--- config.mk ---
export PLATFORM = sky130hd
export DESIGN_NAME = pmic_lamp_and_converter_control
export DESIGN_NICKNAME = d
export VERILOG_FILES = /design/src/design/pmic_lamp_and_converter_control.v /design/src/design/pin_sync.v /design/src/design/lamp_blinker.v
export VERILOG_INCLUDE_DIRS = /design/src /design/src/common
export SDC_FILE = /design/constraint.sdc
export NUM_CORES = 1
export LEC_CHECK = 0
export BUFFER_PORTS_ARGS = -buffer_cell sky130_fd_sc_hd__buf_2
export CORE_ASPECT_RATIO = 1.25
export CORE_MARGIN = 8
export CORE_UTILIZATION = 51
export DETAILED_ROUTE_END_ITERATION = 12
export GPL_ROUTABILITY_DRIVEN = 0
export PLACE_DENSITY_LB_ADDON = 0.25
export SLEW_MARGIN = 5
export SYNTH_ARGS = -nofsm -noshare
export SYNTH_HDL_FRONTEND = slang
export SYNTH_HIERARCHICAL = 1
export SYNTH_SLANG_ARGS = --single-unit
--- constraint.sdc ---
create_clock -name clk -period 8.55 [get_ports clk]
set_input_delay 1.71 -clock clk [delete_from_list [all_inputs] [get_ports clk]]
set_output_delay 1.71 -clock clk [all_outputs]
set_load 0.02 [all_outputs]
--- src/common/pmic_defs.vh ---
// Register offsets, field positions, reset values and timing counts of the
// lamp and converter control bank. Assumes a 200 MHz clock.
`ifndef PMIC_DEFS_VH
`define PMIC_DEFS_VH

// ****************************************
// Register offsets
// ****************************************
`define ADDR_CHARGER_CONFIG 8'h07
`define ADDR_STATUS_LAMP_ONTIME 8'h08
`define ADDR_STATUS_LAMP_PERIOD 8'h09
`define ADDR_AUX_LAMP_ONTIME 8'h0A
`define ADDR_AUX_LAMP_PERIOD 8'h0B
`define ADDR_IO_CONVERTER_CONFIG 8'h0C
`define ADDR_PROCESSOR_CONVERTER_CONFIG 8'h0D

// ****************************************
// Reset values
// ****************************************
`define RST_CHARGER_CONFIG 2'h3
`define RST_LAMP 8'h00
`define RST_IO_CONVERTER_CONFIG 8'h32
`define RST_PROCESSOR_CONVERTER_CONFIG 8'h60

// ****************************************
// Field positions
// ****************************************
`define CHG_ENABLE_BIT 0
`define CHG_USB_PERMIT_BIT 1
`define LAMP_SEL_BIT 7
`define IO_FIXED_FREQ_BIT 7
`define IO_UV_HI 6
`define IO_UV_LO 5
`define IO_LOW_POWER_SEL_BIT 4
`define IO_SLEEP_GATE_BIT 3
`define IO_DISCHARGE_BIT 2
`define IO_RAIL_HI 1
`define IO_RAIL_LO 0
`define PROC_SHUTDOWN_BIT 7
`define PROC_RAIL_HI 6
`define PROC_RAIL_LO 4
`define PROC_RAIL_STRAP_BIT 4
`define PROC_SLEEP_HI 3
`define PROC_SLEEP_LO 2
`define PROC_MOTOR_BIT 1
`define PROC_DISCHARGE_BIT 0

// ****************************************
// Lamp modes (select high, select low)
// ****************************************
`define LAMP_MODE_CHARGER 2'h0
`define LAMP_MODE_BLINK 2'h1
`define LAMP_MODE_OFF 2'h2
`define LAMP_MODE_ON 2'h3

// ****************************************
// Timing
// ****************************************
`define CLK_FREQ_HZ 200000000
`define TIME_BASE_MS 10
`define TIME_BASE_CYCLES ((`CLK_FREQ_HZ / 1000) * `TIME_BASE_MS)
`define ONTIME_STEP_MS 10
`define PERIOD_STEP_MS 100
`define ONTIME_STEP_TICKS (`ONTIME_STEP_MS / `TIME_BASE_MS)
`define PERIOD_STEP_TICKS (`PERIOD_STEP_MS / `TIME_BASE_MS)
`define STRAP_LOAD_CYCLES 3'h4

`endif

--- src/design/pmic_lamp_and_converter_control.v ---
// Lamp and converter configuration bank of the power manager.
// Assumes the serial interface engine presents byte writes and reads on the
// register port, on the same clock; straps and sleep pin are asynchronous.
`include "pmic_defs.vh"

module pmic_lamp_and_converter_control
#(
    parameter TIME_BASE_CYCLES = `TIME_BASE_CYCLES
)
(
    // Clock and reset
    input wire clk,
    input wire rst,
    // Register port from the serial interface
    input wire [7:0] reg_addr,
    input wire reg_wr,
    input wire [7:0] reg_wdata,
    input wire reg_rd,
    output reg [7:0] reg_rdata,
    output reg reg_rvalid,
    // Strap and sleep pins
    input wire io_rail_strap_pin,
    input wire processor_rail_strap_pin,
    input wire sleep_request_pin,
    // Charger inputs
    input wire wall_input_valid,
    input wire usb_input_valid,
    input wire charger_lamp_request,
    // Charger path selection
    output reg charge_from_wall,
    output reg charge_from_usb,
    // Status lamp open-drain pin
    input wire status_lamp_pin_in,
    output wire status_lamp_pin_out,
    output reg status_lamp_pin_oe,
    // Aux lamp open-drain pin
    input wire aux_lamp_pin_in,
    output wire aux_lamp_pin_out,
    output reg aux_lamp_pin_oe,
    // I/O rail converter
    output reg forced_fixed_freq,
    output reg [1:0] undervoltage_threshold,
    output reg low_power_mode,
    output reg wait_mode,
    output reg io_rail_enable,
    output reg io_rail_discharge,
    output reg [1:0] io_rail_code,
    // Processor rail converter
    output reg processor_rail_enable,
    output reg processor_rail_discharge,
    output reg [2:0] processor_rail_code,
    output reg motor_driver_enable
);

// ****************************************
// Registers
// ****************************************
reg [1:0] charger_config_reg;
reg [7:0] status_lamp_ontime_reg;
reg [7:0] status_lamp_period_reg;
reg [7:0] aux_lamp_ontime_reg;
reg [7:0] aux_lamp_period_reg;
reg [7:0] io_converter_config_reg;
reg [7:0] processor_converter_config_reg;
reg [2:0] strap_count_reg;
reg strap_done_reg;

wire io_strap_level;
wire proc_strap_level;
wire sleep_level;
wire strap_load;

// ****************************************
// Pin synchronisers
// ****************************************
pin_sync io_strap_sync
(
    .clk(clk),
    .rst(rst),
    .pin(io_rail_strap_pin),
    .level(io_strap_level)
);

pin_sync proc_strap_sync
(
    .clk(clk),
    .rst(rst),
    .pin(processor_rail_strap_pin),
    .level(proc_strap_level)
);

pin_sync sleep_sync
(
    .clk(clk),
    .rst(rst),
    .pin(sleep_request_pin),
    .level(sleep_level)
);

// Straps are taken once the synchronisers have settled after release
assign strap_load = !strap_done_reg && (strap_count_reg == `STRAP_LOAD_CYCLES);

always @(posedge clk or posedge rst)
begin
    if (rst)
    begin
        strap_count_reg <= 3'h0;
        strap_done_reg <= 1'b0;
    end
    else if (!strap_done_reg)
    begin
        if (strap_load)
        begin
            strap_done_reg <= 1'b1;
        end
        else
        begin
            strap_count_reg <= strap_count_reg + 3'h1;
        end
    end
end

// ****************************************
// Register writes
// ****************************************
function sel;
    input [7:0] addr;
    input [7:0] target;
    begin
        sel = (addr == target);
    end
endfunction

always @(posedge clk or posedge rst)
begin
    if (rst)
    begin
        charger_config_reg <= `RST_CHARGER_CONFIG;
        status_lamp_ontime_reg <= `RST_LAMP;
        status_lamp_period_reg <= `RST_LAMP;
        aux_lamp_ontime_reg <= `RST_LAMP;
        aux_lamp_period_reg <= `RST_LAMP;
        io_converter_config_reg <= `RST_IO_CONVERTER_CONFIG;
        processor_converter_config_reg <= `RST_PROCESSOR_CONVERTER_CONFIG;
    end
    else
    begin
        if (reg_wr && sel(reg_addr, `ADDR_CHARGER_CONFIG))
        begin
            charger_config_reg <= reg_wdata[1:0];
        end
        if (reg_wr && sel(reg_addr, `ADDR_STATUS_LAMP_ONTIME))
        begin
            status_lamp_ontime_reg <= reg_wdata;
        end
        if (reg_wr && sel(reg_addr, `ADDR_STATUS_LAMP_PERIOD))
        begin
            status_lamp_period_reg <= reg_wdata;
        end
        if (reg_wr && sel(reg_addr, `ADDR_AUX_LAMP_ONTIME))
        begin
            aux_lamp_ontime_reg <= reg_wdata;
        end
        if (reg_wr && sel(reg_addr, `ADDR_AUX_LAMP_PERIOD))
        begin
            aux_lamp_period_reg <= reg_wdata;
        end
        // A write in the strap cycle wins over the strap value
        if (reg_wr && sel(reg_addr, `ADDR_IO_CONVERTER_CONFIG))
        begin
            io_converter_config_reg <= reg_wdata;
        end
        else if (strap_load)
        begin
            io_converter_config_reg[`IO_RAIL_LO] <= io_strap_level;
        end
        if (reg_wr && sel(reg_addr, `ADDR_PROCESSOR_CONVERTER_CONFIG))
        begin
            processor_converter_config_reg <= reg_wdata;
        end
        else if (strap_load)
        begin
            processor_converter_config_reg[`PROC_RAIL_STRAP_BIT] <= proc_strap_level;
        end
    end
end

// ****************************************
// Register reads
// ****************************************
reg [7:0] read_next;

always @*
begin
    read_next = 8'h00;
    case (reg_addr)
        `ADDR_CHARGER_CONFIG: read_next = {6'h00, charger_config_reg};
        `ADDR_STATUS_LAMP_ONTIME: read_next = status_lamp_ontime_reg;
        `ADDR_STATUS_LAMP_PERIOD: read_next = status_lamp_period_reg;
        `ADDR_AUX_LAMP_ONTIME: read_next = aux_lamp_ontime_reg;
        `ADDR_AUX_LAMP_PERIOD: read_next = aux_lamp_period_reg;
        `ADDR_IO_CONVERTER_CONFIG: read_next = io_converter_config_reg;
        `ADDR_PROCESSOR_CONVERTER_CONFIG: read_next = processor_converter_config_reg;
        default: read_next = 8'h00;
    endcase
end

always @(posedge clk or posedge rst)
begin
    if (rst)
    begin
        reg_rdata <= 8'h00;
        reg_rvalid <= 1'b0;
    end
    else
    begin
        reg_rvalid <= reg_rd;
        if (reg_rd)
        begin
            reg_rdata <= read_next;
        end
    end
end

// ****************************************
// 10 ms time base
// ****************************************
reg [31:0] base_count_reg;
reg tick_reg;

always @(posedge clk or posedge rst)
begin
    if (rst)
    begin
        base_count_reg <= 32'h00000000;
        tick_reg <= 1'b0;
    end
    else if (base_count_reg >= TIME_BASE_CYCLES - 1)
    begin
        base_count_reg <= 32'h00000000;
        tick_reg <= 1'b1;
    end
    else
    begin
        base_count_reg <= base_count_reg + 32'h00000001;
        tick_reg <= 1'b0;
    end
end

// ****************************************
// Lamps
// ****************************************
wire [1:0] status_lamp_mode;
wire [1:0] aux_lamp_mode;
wire status_blink_on;
wire aux_blink_on;

assign status_lamp_mode = {status_lamp_ontime_reg[`LAMP_SEL_BIT], status_lamp_period_reg[`LAMP_SEL_BIT]};
assign aux_lamp_mode = {aux_lamp_ontime_reg[`LAMP_SEL_BIT], aux_lamp_period_reg[`LAMP_SEL_BIT]};
assign status_lamp_pin_out = 1'b0;
assign aux_lamp_pin_out = 1'b0;

lamp_blinker status_blinker
(
    .clk(clk),
    .rst(rst),
    .run(status_lamp_mode == `LAMP_MODE_BLINK),
    .tick(tick_reg),
    .ontime_field(status_lamp_ontime_reg[6:0]),
    .period_field(status_lamp_period_reg[6:0]),
    .lamp_on(status_blink_on)
);

lamp_blinker aux_blinker
(
    .clk(clk),
    .rst(rst),
    .run(aux_lamp_mode == `LAMP_MODE_BLINK),
    .tick(tick_reg),
    .ontime_field(aux_lamp_ontime_reg[6:0]),
    .period_field(aux_lamp_period_reg[6:0]),
    .lamp_on(aux_blink_on)
);

always @(posedge clk or posedge rst)
begin
    if (rst)
    begin
        status_lamp_pin_oe <= 1'b0;
        aux_lamp_pin_oe <= 1'b0;
    end
    else
    begin
        case (status_lamp_mode)
            `LAMP_MODE_CHARGER: status_lamp_pin_oe <= charger_lamp_request;
            `LAMP_MODE_BLINK: status_lamp_pin_oe <= status_blink_on;
            `LAMP_MODE_ON: status_lamp_pin_oe <= 1'b1;
            default: status_lamp_pin_oe <= 1'b0;
        endcase
        case (aux_lamp_mode)
            `LAMP_MODE_BLINK: aux_lamp_pin_oe <= aux_blink_on;
            `LAMP_MODE_ON: aux_lamp_pin_oe <= 1'b1;
            default: aux_lamp_pin_oe <= 1'b0;
        endcase
    end
end

// ****************************************
// Charger path and converter control
// ****************************************
wire sleep_active;
wire lp_next;
wire wait_next;
wire proc_off_next;

assign sleep_active = sleep_level && io_converter_config_reg[`IO_SLEEP_GATE_BIT];
assign lp_next = sleep_active && io_converter_config_reg[`IO_LOW_POWER_SEL_BIT];
assign wait_next = sleep_active && !io_converter_config_reg[`IO_LOW_POWER_SEL_BIT];
assign proc_off_next = wait_next || (lp_next && processor_converter_config_reg[`PROC_SHUTDOWN_BIT]);

always @(posedge clk or posedge rst)
begin
    if (rst)
    begin
        charge_from_wall <= 1'b0;
        charge_from_usb <= 1'b0;
        forced_fixed_freq <= 1'b0;
        undervoltage_threshold <= 2'h1;
        low_power_mode <= 1'b0;
        wait_mode <= 1'b0;
        io_rail_enable <= 1'b1;
        io_rail_discharge <= 1'b0;
        io_rail_code <= 2'h2;
        processor_rail_enable <= 1'b1;
        processor_rail_discharge <= 1'b0;
        processor_rail_code <= 3'h6;
        motor_driver_enable <= 1'b0;
    end
    else
    begin
        charge_from_wall <= charger_config_reg[`CHG_ENABLE_BIT] && wall_input_valid;
        charge_from_usb <= charger_config_reg[`CHG_ENABLE_BIT] && charger_config_reg[`CHG_USB_PERMIT_BIT]
            && usb_input_valid && !wall_input_valid;
        forced_fixed_freq <= io_converter_config_reg[`IO_FIXED_FREQ_BIT];
        undervoltage_threshold <= io_converter_config_reg[`IO_UV_HI:`IO_UV_LO];
        low_power_mode <= lp_next;
        wait_mode <= wait_next;
        io_rail_enable <= !wait_next;
        io_rail_discharge <= wait_next && io_converter_config_reg[`IO_DISCHARGE_BIT];
        io_rail_code <= io_converter_config_reg[`IO_RAIL_HI:`IO_RAIL_LO];
        processor_rail_enable <= !proc_off_next;
        processor_rail_discharge <= proc_off_next && processor_converter_config_reg[`PROC_DISCHARGE_BIT];
        if (lp_next)
        begin
            processor_rail_code <= {1'b0, processor_converter_config_reg[`PROC_SLEEP_HI:`PROC_SLEEP_LO]};
        end
        else
        begin
            processor_rail_code <= processor_converter_config_reg[`PROC_RAIL_HI:`PROC_RAIL_LO];
        end
        motor_driver_enable <= processor_converter_config_reg[`PROC_MOTOR_BIT];
    end
end

endmodule

--- src/design/pin_sync.v ---
// Three-stage synchroniser for a pin input.
// Assumes the pin is asynchronous to clk; output changes when stages 2 and 3 agree.
module pin_sync
(
    // Clock and reset
    input wire clk,
    input wire rst,
    // Pin and synchronised level
    input wire pin,
    output reg level
);

reg s1_reg;
reg s2_reg;
reg s3_reg;

always @(posedge clk or posedge rst)
begin
    if (rst)
    begin
        s1_reg <= 1'b0;
        s2_reg <= 1'b0;
        s3_reg <= 1'b0;
        level <= 1'b0;
    end
    else
    begin
        s1_reg <= pin;
        s2_reg <= s1_reg;
        s3_reg <= s2_reg;
        if (s2_reg == s3_reg)
        begin
            level <= s3_reg;
        end
    end
end

endmodule

--- src/design/lamp_blinker.v ---
// Blink generator for one open-drain lamp.
// Assumes a one-cycle 10 ms tick from a shared divider.
`include "pmic_defs.vh"

module lamp_blinker
(
    // Clock and reset
    input wire clk,
    input wire rst,
    // Control
    input wire run,
    input wire tick,
    input wire [6:0] ontime_field,
    input wire [6:0] period_field,
    // Lamp request
    output reg lamp_on
);

reg [10:0] count_reg;
wire [10:0] on_ticks;
wire [10:0] period_ticks;
wire [31:0] on_ticks_full;
wire [31:0] period_ticks_full;

// Longest period is 1280 ticks, so eleven bits always hold the product
assign on_ticks_full = ({25'h0000000, ontime_field} + 32'h00000001) * `ONTIME_STEP_TICKS;
assign period_ticks_full = ({25'h0000000, period_field} + 32'h00000001) * `PERIOD_STEP_TICKS;
assign on_ticks = on_ticks_full[10:0];
assign period_ticks = period_ticks_full[10:0];

always @(posedge clk or posedge rst)
begin
    if (rst)
    begin
        count_reg <= 11'h000;
        lamp_on <= 1'b0;
    end
    else if (!run)
    begin
        count_reg <= 11'h000;
        lamp_on <= 1'b0;
    end
    else
    begin
        // On from each period start for the on-time
        lamp_on <= (count_reg < on_ticks);
        if (tick)
        begin
            if (count_reg >= period_ticks - 11'h001)
            begin
                count_reg <= 11'h000;
            end
            else
            begin
                count_reg <= count_reg + 11'h001;
            end
        end
    end
end

endmodule

==> impl_metrics.env, run 1 <==
export IMPL_dr_total_vias=6284
export IMPL_area_after_detailed_placement_sq_um=9270
export IMPL_core_area_sq_um=16800
export IMPL_cp_slowest_cell="sky130_fd_sc_hd__fa_1"
export IMPL_clock_tree_from_tritoncts="done"
export IMPL_fmax_mhz=211
export IMPL_max_stage_delay_ps=550
export IMPL_critical_path_required_ps=8860
export IMPL_end_kind="flop"
export IMPL_clk_pin_slew_worst_paths_ps=70
export IMPL_crit_path_frequent_cell="sky130_fd_sc_hd__ha_1"
export IMPL_ctsResizeCount=0
export IMPL_launch_point_of_the_worst_hold_path="io_strap_sync/s1_reg"
export IMPL_yosysMostFrequentCell="sky130_fd_sc_hd__dfrtp_1"
export IMPL_synth_flop_cell="sky130_fd_sc_hd__dfrtp_1"
export IMPL_initial_core_util_pct=52.1
export IMPL_global_route_wire_length_before_repair_um=31800
export IMPL_postCtsHoldBufs=0
export IMPL_clock_latency_of_the_later_clocked_register_in_the_worst_skew_pair_ps=420
export IMPL_syn_instance_count=795
export IMPL_post_route_worst_setup_slack_ps=3820
export IMPL_synth_largest_area_cell="sky130_fd_sc_hd__dfrtp_1"
export IMPL_seq_area_frac_synth_pct=43.2
export IMPL_rsz0062_at_grt="no"
export IMPL_worst_slew_margin_rel_pct=43.4
export IMPL_worst_hold_path_num_cells=0
export IMPL_syn_to_final_growth_pct=12.4
export IMPL_reg2reg_slack_ps=3820
export IMPL_routed_via_density=5.75
export IMPL_final_max_slew_violation_count=0
export IMPL_dp_slack_ps=3840
export IMPL_synthTopCellsByArea="sky130_fd_sc_hd__dfrtp_1, sky130_fd_sc_hd__ha_1, sky130_fd_sc_hd__mux2_2, sky130_fd_sc_hd__dfstp_2, sky130_fd_sc_hd__xnor2_1"
export IMPL_hpwlAfterDp_um=13700
export IMPL_status="finished, final reports clean"
export IMPL_setup_tns_final_ps=0
export IMPL_worst_hold_path_endpoint="io_strap_sync/s2_reg"
export IMPL_drtIter0Drc=340
export IMPL_antenna_found_initial=0
export IMPL_post_synth_num_cell_types=74
export IMPL_synth_avg_cell_area_sq_um=11.0
export IMPL_dr_pass1_iters=4
export IMPL_synth_async_sr_flop_share_pct=100
export IMPL_yosys_top_cells_count="sky130_fd_sc_hd__dfrtp_1, sky130_fd_sc_hd__ha_1, sky130_fd_sc_hd__mux2_2"
export IMPL_core_rowCount=53
export IMPL_static_leakage_power_nw=4.63
export IMPL_cell_area_after_layout_sq_um=9870
export IMPL_grt_start_max_net_pins=66
export IMPL_overflow=0
export IMPL_final_nets=956
export IMPL_design_die_area_sq_um=21700
export IMPL_vdd_drop_max_v=0.000168
export IMPL_htree_levels=4
export IMPL_r2r_end="status_blinker/count_reg[6]"
export IMPL_drive_gt1_share_pct=22.2
export IMPL_drcViolationCount=0
export IMPL_io_pin_count=58
export IMPL_pwr_density_cell_nw_per_um2=168
export IMPL_max_capacitance_violation_count=0
export IMPL_critPathKind="reg2reg"
export IMPL_hold_path_class="reg2reg"
export IMPL_r2r_worst_path_cells=14
export IMPL_ant_nets=0
export IMPL_post_synth_instance_area_sq_um=8780
export IMPL_cts_sink_count=151
export IMPL_post_cts_repair_setup_buffers=0
export IMPL_num_antenna_cells=0
export IMPL_number_of_global_route_vias_before_repair=6313
export IMPL_yosys_warnings=6
export IMPL_timing_critical_path_from_type="flop"
export IMPL_timing_critical_path_cells="ha_1, and3_1, xor2_1, ha_1, fa_1, nor4_1, or2b_1, nor4_2, xnor2_1, ha_1, nand3_1, nor2_1, a21oi_2, a221o_2"
export IMPL_finalCriticalPeriod_ps=4730
export IMPL_largest_reg_flops=32
export IMPL_synth_seq_cells=151
export IMPL_min_period_over_period_pct=55.3
export IMPL_worst_slew_pin_transition_ps=849
export IMPL_die_width_um=133
export IMPL_detail_route_wl_per_cell_um=17.5
export IMPL_finalWirelength_um=19100
export IMPL_max_clock_path_buffers=2
export IMPL_cts_buffers=17
export IMPL_worst_endpoint_arrival_ps=5040
export IMPL_io_buffer_count=53
export IMPL_regToRegStartpoint="status_lamp_period_reg[0]"
export IMPL_hold_viol_final=0
export IMPL_overall_die_height_um=163
export IMPL_count_of_flip_flops_with_a_built_in_enable_after_synthesis=0
export IMPL_timing_critical_path_fanout_max=11
export IMPL_cts_root_buf="sky130_fd_sc_hd__clkbuf_16"
export IMPL_setup_violations=0
export IMPL_grt_total_usage_pct=17.9
export IMPL_fin_worst_skew_ps=13.6
export IMPL_synth_top_area_share_pct=39.3
-- cells in the final DEF, fill, tap and decap left out, types with 17 or more instances in the layout --
cell | netlist | routed
sky130_fd_sc_hd__buf_2 | 6 | 53
sky130_fd_sc_hd__clkbuf_16 | 0 | 17
sky130_fd_sc_hd__dfrtp_1 | 138 | 138
sky130_fd_sc_hd__ha_1 | 67 | 67
sky130_fd_sc_hd__inv_1 | 40 | 39
sky130_fd_sc_hd__mux2_2 | 57 | 57
sky130_fd_sc_hd__nand2_1 | 29 | 29
sky130_fd_sc_hd__nand3_1 | 40 | 40
sky130_fd_sc_hd__nor2_1 | 35 | 35
sky130_fd_sc_hd__nor3_1 | 20 | 20
sky130_fd_sc_hd__xnor2_1 | 36 | 36
sky130_fd_sc_hd__xor2_1 | 23 | 23
-- how the worst max path moves through the flow --
stage / depth (start not counted) / startpoint / slack [ps] / endpoint
global route: 14 / status_lamp_period_reg[0] / 3410 / status_blinker/count_reg[6]
CTS: 14 / status_lamp_period_reg[0] / 3820 / status_blinker/count_reg[6]
finish: 14 / status_lamp_period_reg[0] / 3820 / status_blinker/count_reg[6]
floorplan: 1 / rst / 3820 / aux_lamp_ontime_reg[0]
global placement: 14 / aux_lamp_period_reg[0] / 3900 / aux_blinker/count_reg[6]
detailed placement: 14 / status_lamp_period_reg[0] / 3840 / status_blinker/count_reg[6]
-- through the flow --
step                power [mW]  hold slack [ps]  cells  utilization, %
CTS                       1.68              356   1092            58.6
detailed placement       0.922              338   1060            55.0
global placement         0.920              335   1060            55.0
floorplan                0.878              331    807               -
global route              1.72              365   1092            58.6
finish                    1.66              353   1092            58.6
-- cell families (layout without fill, tap and decap cells) --
family	count (synthesis)	count (layout)	synth area share (%)
compound gates	152	152	13.9
xor+xnor	59	59	5.89
fa+ha+maj	72	72	10.4
buf+inv	62	127	2.99
flops	151	151	43.2
mux	67	67	8.59
other cells	1	13	0.0427
simple gates	231	231	15.0
-- report_power, final --
part | internal (mW) | switching [mW] | total (mW) | leakage, nW
clock | 0.397 | 0.356 | 0.752 | 0.292
combinational | 0.0580 | 0.0903 | 0.148 | 2.37
sequential | 0.739 | 0.0213 | 0.760 | 1.97
-- critical path, delay by kind of cell (launching register included) --
| kind | cells | cell delay [ps] |
|---|---|---|
| DFF | 1 | 500 |
| and+or+nand+nor | 6 | 1700 |
| AOI/OAI and AO/OA | 2 | 640 |
| adders and majority gates | 4 | 1470 |
| xor gates and xnor gates | 2 | 320 |
-- cell type report --
type / instances / area, sq um
clock buffer: 17 / 425
fill: 1436 / 6980
sequential: 151 / 3790
inverter: 40 / 153
tap: 220 / 275
timing repair buffer: 55 / 280
multi-input combinational: 594 / 4770
clock inverter: 15 / 173
-- per-layer routing --
metal  GRT usage, %  vias to the layer above  routed length (um)
li1               -                     3070                   -
met1           22.7                     3081                8610
met2           30.2                      111                9550
met3           3.43                       22                 579
met4           5.83                        0                 348
met5              0                        -                   0
(Power assumes the default switching activity.)
==> inputs of run 2 (changes only) <==
--- a/config.mk
+++ b/config.mk
@@ -6,6 +6,7 @@
 export SDC_FILE = /design/constraint.sdc
 export NUM_CORES = 1
 export LEC_CHECK = 0
+export ABC_AREA = 1
 export BUFFER_PORTS_ARGS = -buffer_cell sky130_fd_sc_hd__buf_2
 export CORE_ASPECT_RATIO = 1.25
 export CORE_MARGIN = 8
==> constraint.sdc (replaced) <==
create_clock -name clk -period 4.8 [get_ports clk]
set_input_delay 0.96 -clock clk [delete_from_list [all_inputs] [get_ports clk]]
set_output_delay 0.96 -clock clk [all_outputs]
set_load 0.02 [all_outputs]
==> run 2 against run 1 <==
Against the previous run: core utilization is 1.3 points lower; synthesized cell count is 54% higher; highest routed layer unchanged; largest power group unchanged; clock skew decreased by 1.0 ps; combinational power grew 76%; setup slack got worse by 3100 ps; area after synthesis increased by 8.2%; fmax grew 16%; final cell count grew 41%; flip-flop and latch count did not move; sequential power rose by 79%; wire length up 9.6%; sequential share of layout area is 2.6 points lower.
==> impl_metrics.env, run 2 <==
export IMPL_count_of_flip_flops_with_a_built_in_enable_after_synthesis=0
export IMPL_post_synth_instance_area_sq_um=9500
export IMPL_synth_flop_cell="sky130_fd_sc_hd__dfrtp_1"
export IMPL_drive_gt1_share_pct=12.7
export IMPL_fin_worst_skew_ps=12.6
export IMPL_initial_core_util_pct=51.4
export IMPL_dp_slack_ps=722
export IMPL_worst_slew_pin_transition_ps=795
export IMPL_final_nets=1394
export IMPL_worst_endpoint_arrival_ps=4450
export IMPL_post_route_worst_setup_slack_ps=725
export IMPL_max_clock_path_buffers=2
export IMPL_timing_critical_path_from_type="flop"
export IMPL_critPathKind="reg2reg"
export IMPL_overall_die_height_um=169
export IMPL_reg2reg_slack_ps=720
export IMPL_synth_avg_cell_area_sq_um=7.74
export IMPL_r2r_end="aux_blinker/count_reg[4]"
export IMPL_cell_area_after_layout_sq_um=10600
export IMPL_htree_levels=4
export IMPL_core_area_sq_um=18500
export IMPL_cts_sink_count=151
export IMPL_synth_async_sr_flop_share_pct=100
export IMPL_die_width_um=138
export IMPL_drcViolationCount=0
export IMPL_core_rowCount=56
export IMPL_filler_cell_count=1710
export IMPL_ant_nets=0
export IMPL_synth_top_area_share_pct=36.4
export IMPL_detail_route_wl_per_cell_um=13.6
export IMPL_hold_viol_final=0
export IMPL_worst_slew_margin_rel_pct=46.8
export IMPL_cts_buffers=17
export IMPL_global_route_wire_length_before_repair_um=35900
export IMPL_mostFrequentLayoutCells="sky130_fd_sc_hd__nand2_1, sky130_fd_sc_hd__dfrtp_1, sky130_fd_sc_hd__inv_1, sky130_fd_sc_hd__nand3_1, sky130_fd_sc_hd__nor2_1"
export IMPL_synth_largest_area_cell="sky130_fd_sc_hd__dfrtp_1"
export IMPL_routed_via_density=5.14
export IMPL_regToRegStartpoint="aux_lamp_period_reg[0]"
export IMPL_design_die_area_sq_um=23300
export IMPL_post_synth_num_cell_types=38
export IMPL_post_cts_repair_setup_buffers=0
export IMPL_yosys_top_cells_count="sky130_fd_sc_hd__nand2_1, sky130_fd_sc_hd__dfrtp_1, sky130_fd_sc_hd__inv_1"
export IMPL_setup_violations=0
export IMPL_fmax_mhz=245
export IMPL_largest_reg_flops=32
export IMPL_seq_area_frac_synth_pct=39.9
export IMPL_status="finished, final reports clean"
export IMPL_grt_total_usage_pct=18.5
export IMPL_clk_pin_slew_worst_paths_ps=80
export IMPL_grt_start_max_net_pins=56
export IMPL_area_after_detailed_placement_sq_um=9990
export IMPL_timing_critical_path_fanout_max=8
export IMPL_min_period_over_period_pct=84.9
export IMPL_syn_to_final_growth_pct=11.5
export IMPL_number_of_global_route_vias_before_repair=7747
export IMPL_num_antenna_cells=0
export IMPL_finalCriticalPeriod_ps=4080
export IMPL_multi_input_gate_area_in_the_final_layout_sq_um=5030
export IMPL_overflow=0
export IMPL_clock_tree_from_tritoncts="done"
export IMPL_dr_pass1_iters=7
export IMPL_launch_point_of_the_worst_hold_path="sleep_sync/s1_reg"
export IMPL_instances_no_fill=1542
export IMPL_finalWirelength_um=20900
export IMPL_rsz0062_at_grt="no"
export IMPL_ctsResizeCount=0
export IMPL_dpl_cell_count=1510
export IMPL_pwr_density_cell_nw_per_um2=279
export IMPL_synth_seq_cells=151
export IMPL_drtIter0Drc=567
export IMPL_post_route_util_pct=57.3
export IMPL_hold_path_class="reg2reg"
export IMPL_syn_instance_count=1228
export IMPL_mostFrequentLayoutCell="sky130_fd_sc_hd__nand2_1"
export IMPL_r2r_worst_path_cells=24
export IMPL_vdd_drop_max_v=0.000339
export IMPL_hold_ws_ps=351
export IMPL_io_pin_count=58
export IMPL_critical_path_required_ps=5170
export IMPL_static_leakage_power_nw=5.52
export IMPL_clock_latency_of_the_later_clocked_register_in_the_worst_skew_pair_ps=430
export IMPL_end_kind="flop"
export IMPL_synthTopCellsByArea="sky130_fd_sc_hd__dfrtp_1, sky130_fd_sc_hd__nand2_1, sky130_fd_sc_hd__ha_1, sky130_fd_sc_hd__nand3_1, sky130_fd_sc_hd__inv_1"
export IMPL_postCtsHoldBufs=0
export IMPL_design_power_total_mw=2.96
export IMPL_final_max_slew_violation_count=0
export IMPL_worst_hold_path_endpoint="sleep_sync/s2_reg"
export IMPL_final_seq_area_sq_um=3790
export IMPL_yosys_warnings=6
export IMPL_worst_hold_path_num_cells=0
export IMPL_antenna_found_initial=0
export IMPL_yosysMostFrequentCell="sky130_fd_sc_hd__nand2_1"
export IMPL_dr_total_vias=7931
export IMPL_max_capacitance_violation_count=0
export IMPL_cts_root_buf="sky130_fd_sc_hd__clkbuf_16"
export IMPL_hpwlAfterDp_um=15800
export IMPL_setup_tns_final_ps=0
export IMPL_io_buffer_count=53
==> run 2: cell count changes in the layout (fill, tap and decap cells not counted), moves of 13 or more <==
cell,before,now
sky130_fd_sc_hd__a21oi_1,14,29
sky130_fd_sc_hd__and3_1,16,0
sky130_fd_sc_hd__inv_1,39,136
sky130_fd_sc_hd__inv_2,0,14
sky130_fd_sc_hd__mux2_2,57,0
sky130_fd_sc_hd__nand2_1,29,347
sky130_fd_sc_hd__nand3_1,40,136
sky130_fd_sc_hd__nor2_1,35,113
sky130_fd_sc_hd__nor2_4,0,13
sky130_fd_sc_hd__o21ai_1,3,47
sky130_fd_sc_hd__xnor2_1,36,14
sky130_fd_sc_hd__xor2_1,23,38
==> run 2: how the worst max path moves through the flow <==
stage,startpoint,end,slack [ps],cells past startpoint
after CTS,aux_lamp_period_reg[0],aux_blinker/count_reg[4],690,24
after floorplan,rst,aux_lamp_ontime_reg[0],820,1
final,aux_lamp_period_reg[0],aux_blinker/count_reg[4],720,24
after detailed placement,aux_lamp_period_reg[0],aux_blinker/count_reg[8],720,24
after global routing,aux_lamp_period_reg[0],aux_blinker/count_reg[8],300,26
after global placement,aux_lamp_period_reg[0],aux_blinker/count_reg[8],850,24
==> run 2: worst max-delay path, stage by stage (launching register included) <==
cell                      delay (ps)
sky130_fd_sc_hd__dfrtp_1         490
sky130_fd_sc_hd__ha_1            320
sky130_fd_sc_hd__nand3_1         130
sky130_fd_sc_hd__xor2_1          160
sky130_fd_sc_hd__inv_1            80
sky130_fd_sc_hd__ha_1            330
sky130_fd_sc_hd__fa_1            550
sky130_fd_sc_hd__nor2_1          120
sky130_fd_sc_hd__nand3_1         120
sky130_fd_sc_hd__nor2_1          110
sky130_fd_sc_hd__nand3_1         120
sky130_fd_sc_hd__nor2_2          120
sky130_fd_sc_hd__nand2_1          60
sky130_fd_sc_hd__nand2_1          50
sky130_fd_sc_hd__nand2_1          70
sky130_fd_sc_hd__ha_1            300
sky130_fd_sc_hd__nand2_1          90
sky130_fd_sc_hd__inv_2            40
sky130_fd_sc_hd__nand2_2          90
sky130_fd_sc_hd__nor2_1           50
sky130_fd_sc_hd__nor2_1          140
sky130_fd_sc_hd__nand2_1         110
sky130_fd_sc_hd__nor2_4          180
sky130_fd_sc_hd__nand3_1         100
sky130_fd_sc_hd__nand2_1          70
==> run 2: layout make-up <==
class	count	area share, %
clock buffers	17	4.02
clock inverters	15	1.63
inverters	159	5.66
multi-input cells	913	47.5
flip-flops and latches	151	35.8
well taps	232	2.74
repair buffers	55	2.65
==> run 2: cells by family (layout without fill, tap and decap cells) <==
group	Yosys count	count (layout)	synth area share, %
flip-flops	151	151	39.9
adder cells (fa/ha/maj)	69	69	9.25
buffers and inverters	176	246	7.60
multiplexers	2	2	0.211
other	1	13	0.0395
AO/OA/AOI/OAI	97	97	5.51
XOR/XNOR	52	52	4.79
AND/OR/NAND/NOR	680	680	32.7
==> run 2: power by group <==
group	internal, mW	switching [mW]	total [mW]	leakage [nW]
clock	0.702	0.635	1.34	0.293
combinational	0.0863	0.174	0.260	3.25
sequential	1.32	0.0392	1.36	1.97
==> run 2: metal layers <==
| layer | vias to the layer above | routed length [um] | track usage (%) |
|---|---|---|---|
| met5 | - | 0 | 0 |
| met4 | 0 | 516 | 8.14 |
| li1 | 4060 | - | - |
| met2 | 159 | 10300 | 31.6 |
| met1 | 3673 | 9400 | 22.4 |
| met3 | 39 | 753 | 3.50 |
==> inputs of run 3 (changes only) <==
==> constraint.sdc (replaced) <==
create_clock -name clk -period 3.6 [get_ports clk]
set_input_delay 0.72 -clock clk [delete_from_list [all_inputs] [get_ports clk]]
set_output_delay 0.72 -clock clk [all_outputs]
set_load 0.02 [all_outputs]
==> run 3 against run 2 <==
Against the previous run: setup slack worse by 750 ps; flip-flop and latch count unchanged; critical path type unchanged; the run now ends with setup timing left; die area unchanged.
==> impl_metrics.env, run 3 (synthesis results as in run 2) <==
export IMPL_cp_slowest_cell="sky130_fd_sc_hd__dfrtp_2"
export IMPL_ant_nets=0
export IMPL_initial_core_util_pct=51.4
export IMPL_postCtsHoldBufs=0
export IMPL_finalCriticalPeriod_ps=3630
export IMPL_dr_total_vias=8301
export IMPL_setup_violations=11
export IMPL_max_capacitance_violation_count=0
export IMPL_hpwlAfterDp_um=16300
export IMPL_io_pin_count=58
export IMPL_r2r_worst_path_cells=26
export IMPL_worst_endpoint_arrival_ps=3990
export IMPL_num_antenna_cells=0
export IMPL_reg2reg_slack_ps=-30
export IMPL_min_period_over_period_pct=101
export IMPL_violations="setup timing"
export IMPL_overall_die_height_um=169
export IMPL_mostFrequentLayoutCell="sky130_fd_sc_hd__nand2_1"
export IMPL_endpoint="status_blinker/count_reg[4]"
export IMPL_rsz0062_at_grt="yes"
export IMPL_grt_start_max_net_pins=43
export IMPL_critPathKind="reg2reg"
export IMPL_hold_viol_final=0
export IMPL_cts_buffers=17
export IMPL_critical_path_required_ps=3960
export IMPL_htree_levels=4
export IMPL_io_buffer_count=53
export IMPL_core_area_sq_um=18500
export IMPL_detail_route_wl_per_cell_um=14.5
export IMPL_timing_critical_path_from_type="flop"
export IMPL_area_after_detailed_placement_sq_um=10400
export IMPL_post_route_worst_setup_slack_ps=-27.2
export IMPL_finalWirelength_um=23200
export IMPL_number_of_logic_stages_on_the_critical_path_including_buffering=26
export IMPL_routed_via_density=5.19
export IMPL_worst_slew_margin_rel_pct=44.0
export IMPL_crit_path_frequent_cell="sky130_fd_sc_hd__nand2_2"
export IMPL_final_nets=1450
export IMPL_drcViolationCount=0
export IMPL_syn_to_final_growth_pct=22.9
export IMPL_grt_total_usage_pct=19.2
export IMPL_hold_ws_ps=276
export IMPL_number_of_global_route_vias_before_repair=7954
export IMPL_status="finished, violations left"
export IMPL_critical_path_buf_inv_count=3
export IMPL_design_die_area_sq_um=23300
export IMPL_clock_tree_from_tritoncts="done"
export IMPL_mostFrequentLayoutCells="sky130_fd_sc_hd__nand2_1, sky130_fd_sc_hd__dfrtp_1, sky130_fd_sc_hd__inv_1"
export IMPL_worst_slew_pin_transition_ps=838
export IMPL_drive_gt1_share_pct=23.3
export IMPL_max_clock_path_buffers=2
export IMPL_timing_critical_path_fanout_max=7
export IMPL_regToRegStartpoint="status_lamp_period_reg[0]"
export IMPL_core_rowCount=56
export IMPL_r2r_end="status_blinker/count_reg[4]"
export IMPL_vdd_drop_max_v=0.000323
export IMPL_pwr_density_cell_nw_per_um2=360
export IMPL_static_leakage_power_nw=5.82
export IMPL_max_stage_delay_ps=420
export IMPL_hold_path_class="in2async"
export IMPL_largest_reg_flops=32
export IMPL_antenna_found_initial=0
export IMPL_cell_area_after_layout_sq_um=11700
export IMPL_overflow=0
export IMPL_clock_latency_of_the_later_clocked_register_in_the_worst_skew_pair_ps=440
export IMPL_fmax_mhz=276
export IMPL_cts_root_buf="sky130_fd_sc_hd__clkbuf_16"
export IMPL_clk_pin_slew_worst_paths_ps=70
export IMPL_global_route_wire_length_before_repair_um=37400
export IMPL_path_delay_family="simple AND/OR/NAND/NOR gates"
export IMPL_critical_path_startpoint="status_lamp_period_reg[0]"
export IMPL_die_width_um=138
export IMPL_end_kind="flop"
export IMPL_drtIter0Drc=533
export IMPL_cts_sink_count=151
export IMPL_fin_worst_skew_ps=17.1
export IMPL_dr_pass1_iters=5
export IMPL_final_max_slew_violation_count=0
run 3: changes by cell type in the layout (fill, tap and decap cells not counted), moves of 5 or more:
cell                       delta
sky130_fd_sc_hd__clkinv_8     -5
sky130_fd_sc_hd__ha_1        -23
sky130_fd_sc_hd__buf_4       +50
sky130_fd_sc_hd__nand2_2     +20
sky130_fd_sc_hd__nor2_1       -5
sky130_fd_sc_hd__nand2_1     -23
sky130_fd_sc_hd__inv_2        +6
sky130_fd_sc_hd__nand3_2     +22
sky130_fd_sc_hd__ha_4        +21
sky130_fd_sc_hd__nand3_1     -25
sky130_fd_sc_hd__inv_1        -6
run 3: routing by layer:
layer | global-route usage [%] | share of wire (%) | up-vias
met5 | 0 | 0 | -
li1 | - | - | 4163
met2 | 33.5 | 50 | 206
met3 | 3.64 | 3.4 | 59
met4 | 8.24 | 3.4 | 0
met1 | 22.6 | 43 | 3873
run 3: timing repair:
item	CTS	global route
endpoints found under the setup margin	21	22
buffers inserted	2	10
resized for setup	33	84
cloned	0	0
endpoints found under the hold margin	0	0
pin swaps	6	53
run 3: how the worst min path moves through the flow:
stage / end / slack (ps) / cells past startpoint
after global routing: sleep_sync/s2_reg / 280 / 2
after global placement: proc_strap_sync/s2_reg / 330 / 0
after detailed placement: proc_strap_sync/s2_reg / 340 / 0
final: sleep_sync/s2_reg / 280 / 2
after CTS: sleep_sync/s2_reg / 270 / 2
after floorplan: io_strap_sync/s2_reg / 330 / 0
run 3: cell type report:
class,instances,area (sq um)
fillers,1590,6820
multi-input cells,913,5620
flip-flops and latches,151,3800
repair buffers,111,741
inverters,159,601
clock buffers,18,439
well taps,232,290
clock inverters,14,189
run 3: metrics by stage:
stage,power [mW],util [%],setup WS (ps),instances,TNS [ps]
2_1_floorplan,2.09,-,22.8,1240,0
4_1_cts,4.18,60.7,-24.7,1590,-82.6
5_1_grt,4.36,63.1,-260,1598,-4700
6_report,4.21,63.1,-27.2,1598,-172
3_5_place_dp,2.24,56.0,-160,1556,-2100
3_3_place_gp,2.23,56.0,-79.1,1556,-946
run 3: power breakdown:
group / internal, mW / switching (mW) / total (mW) / leakage [nW]
logic: 0.196 / 0.276 / 0.472 / 3.54
registers: 1.76 / 0.0520 / 1.81 / 1.97
clock network: 1.13 / 0.793 / 1.93 / 0.308
total: 3.09 / 1.12 / 4.21 / 5.82
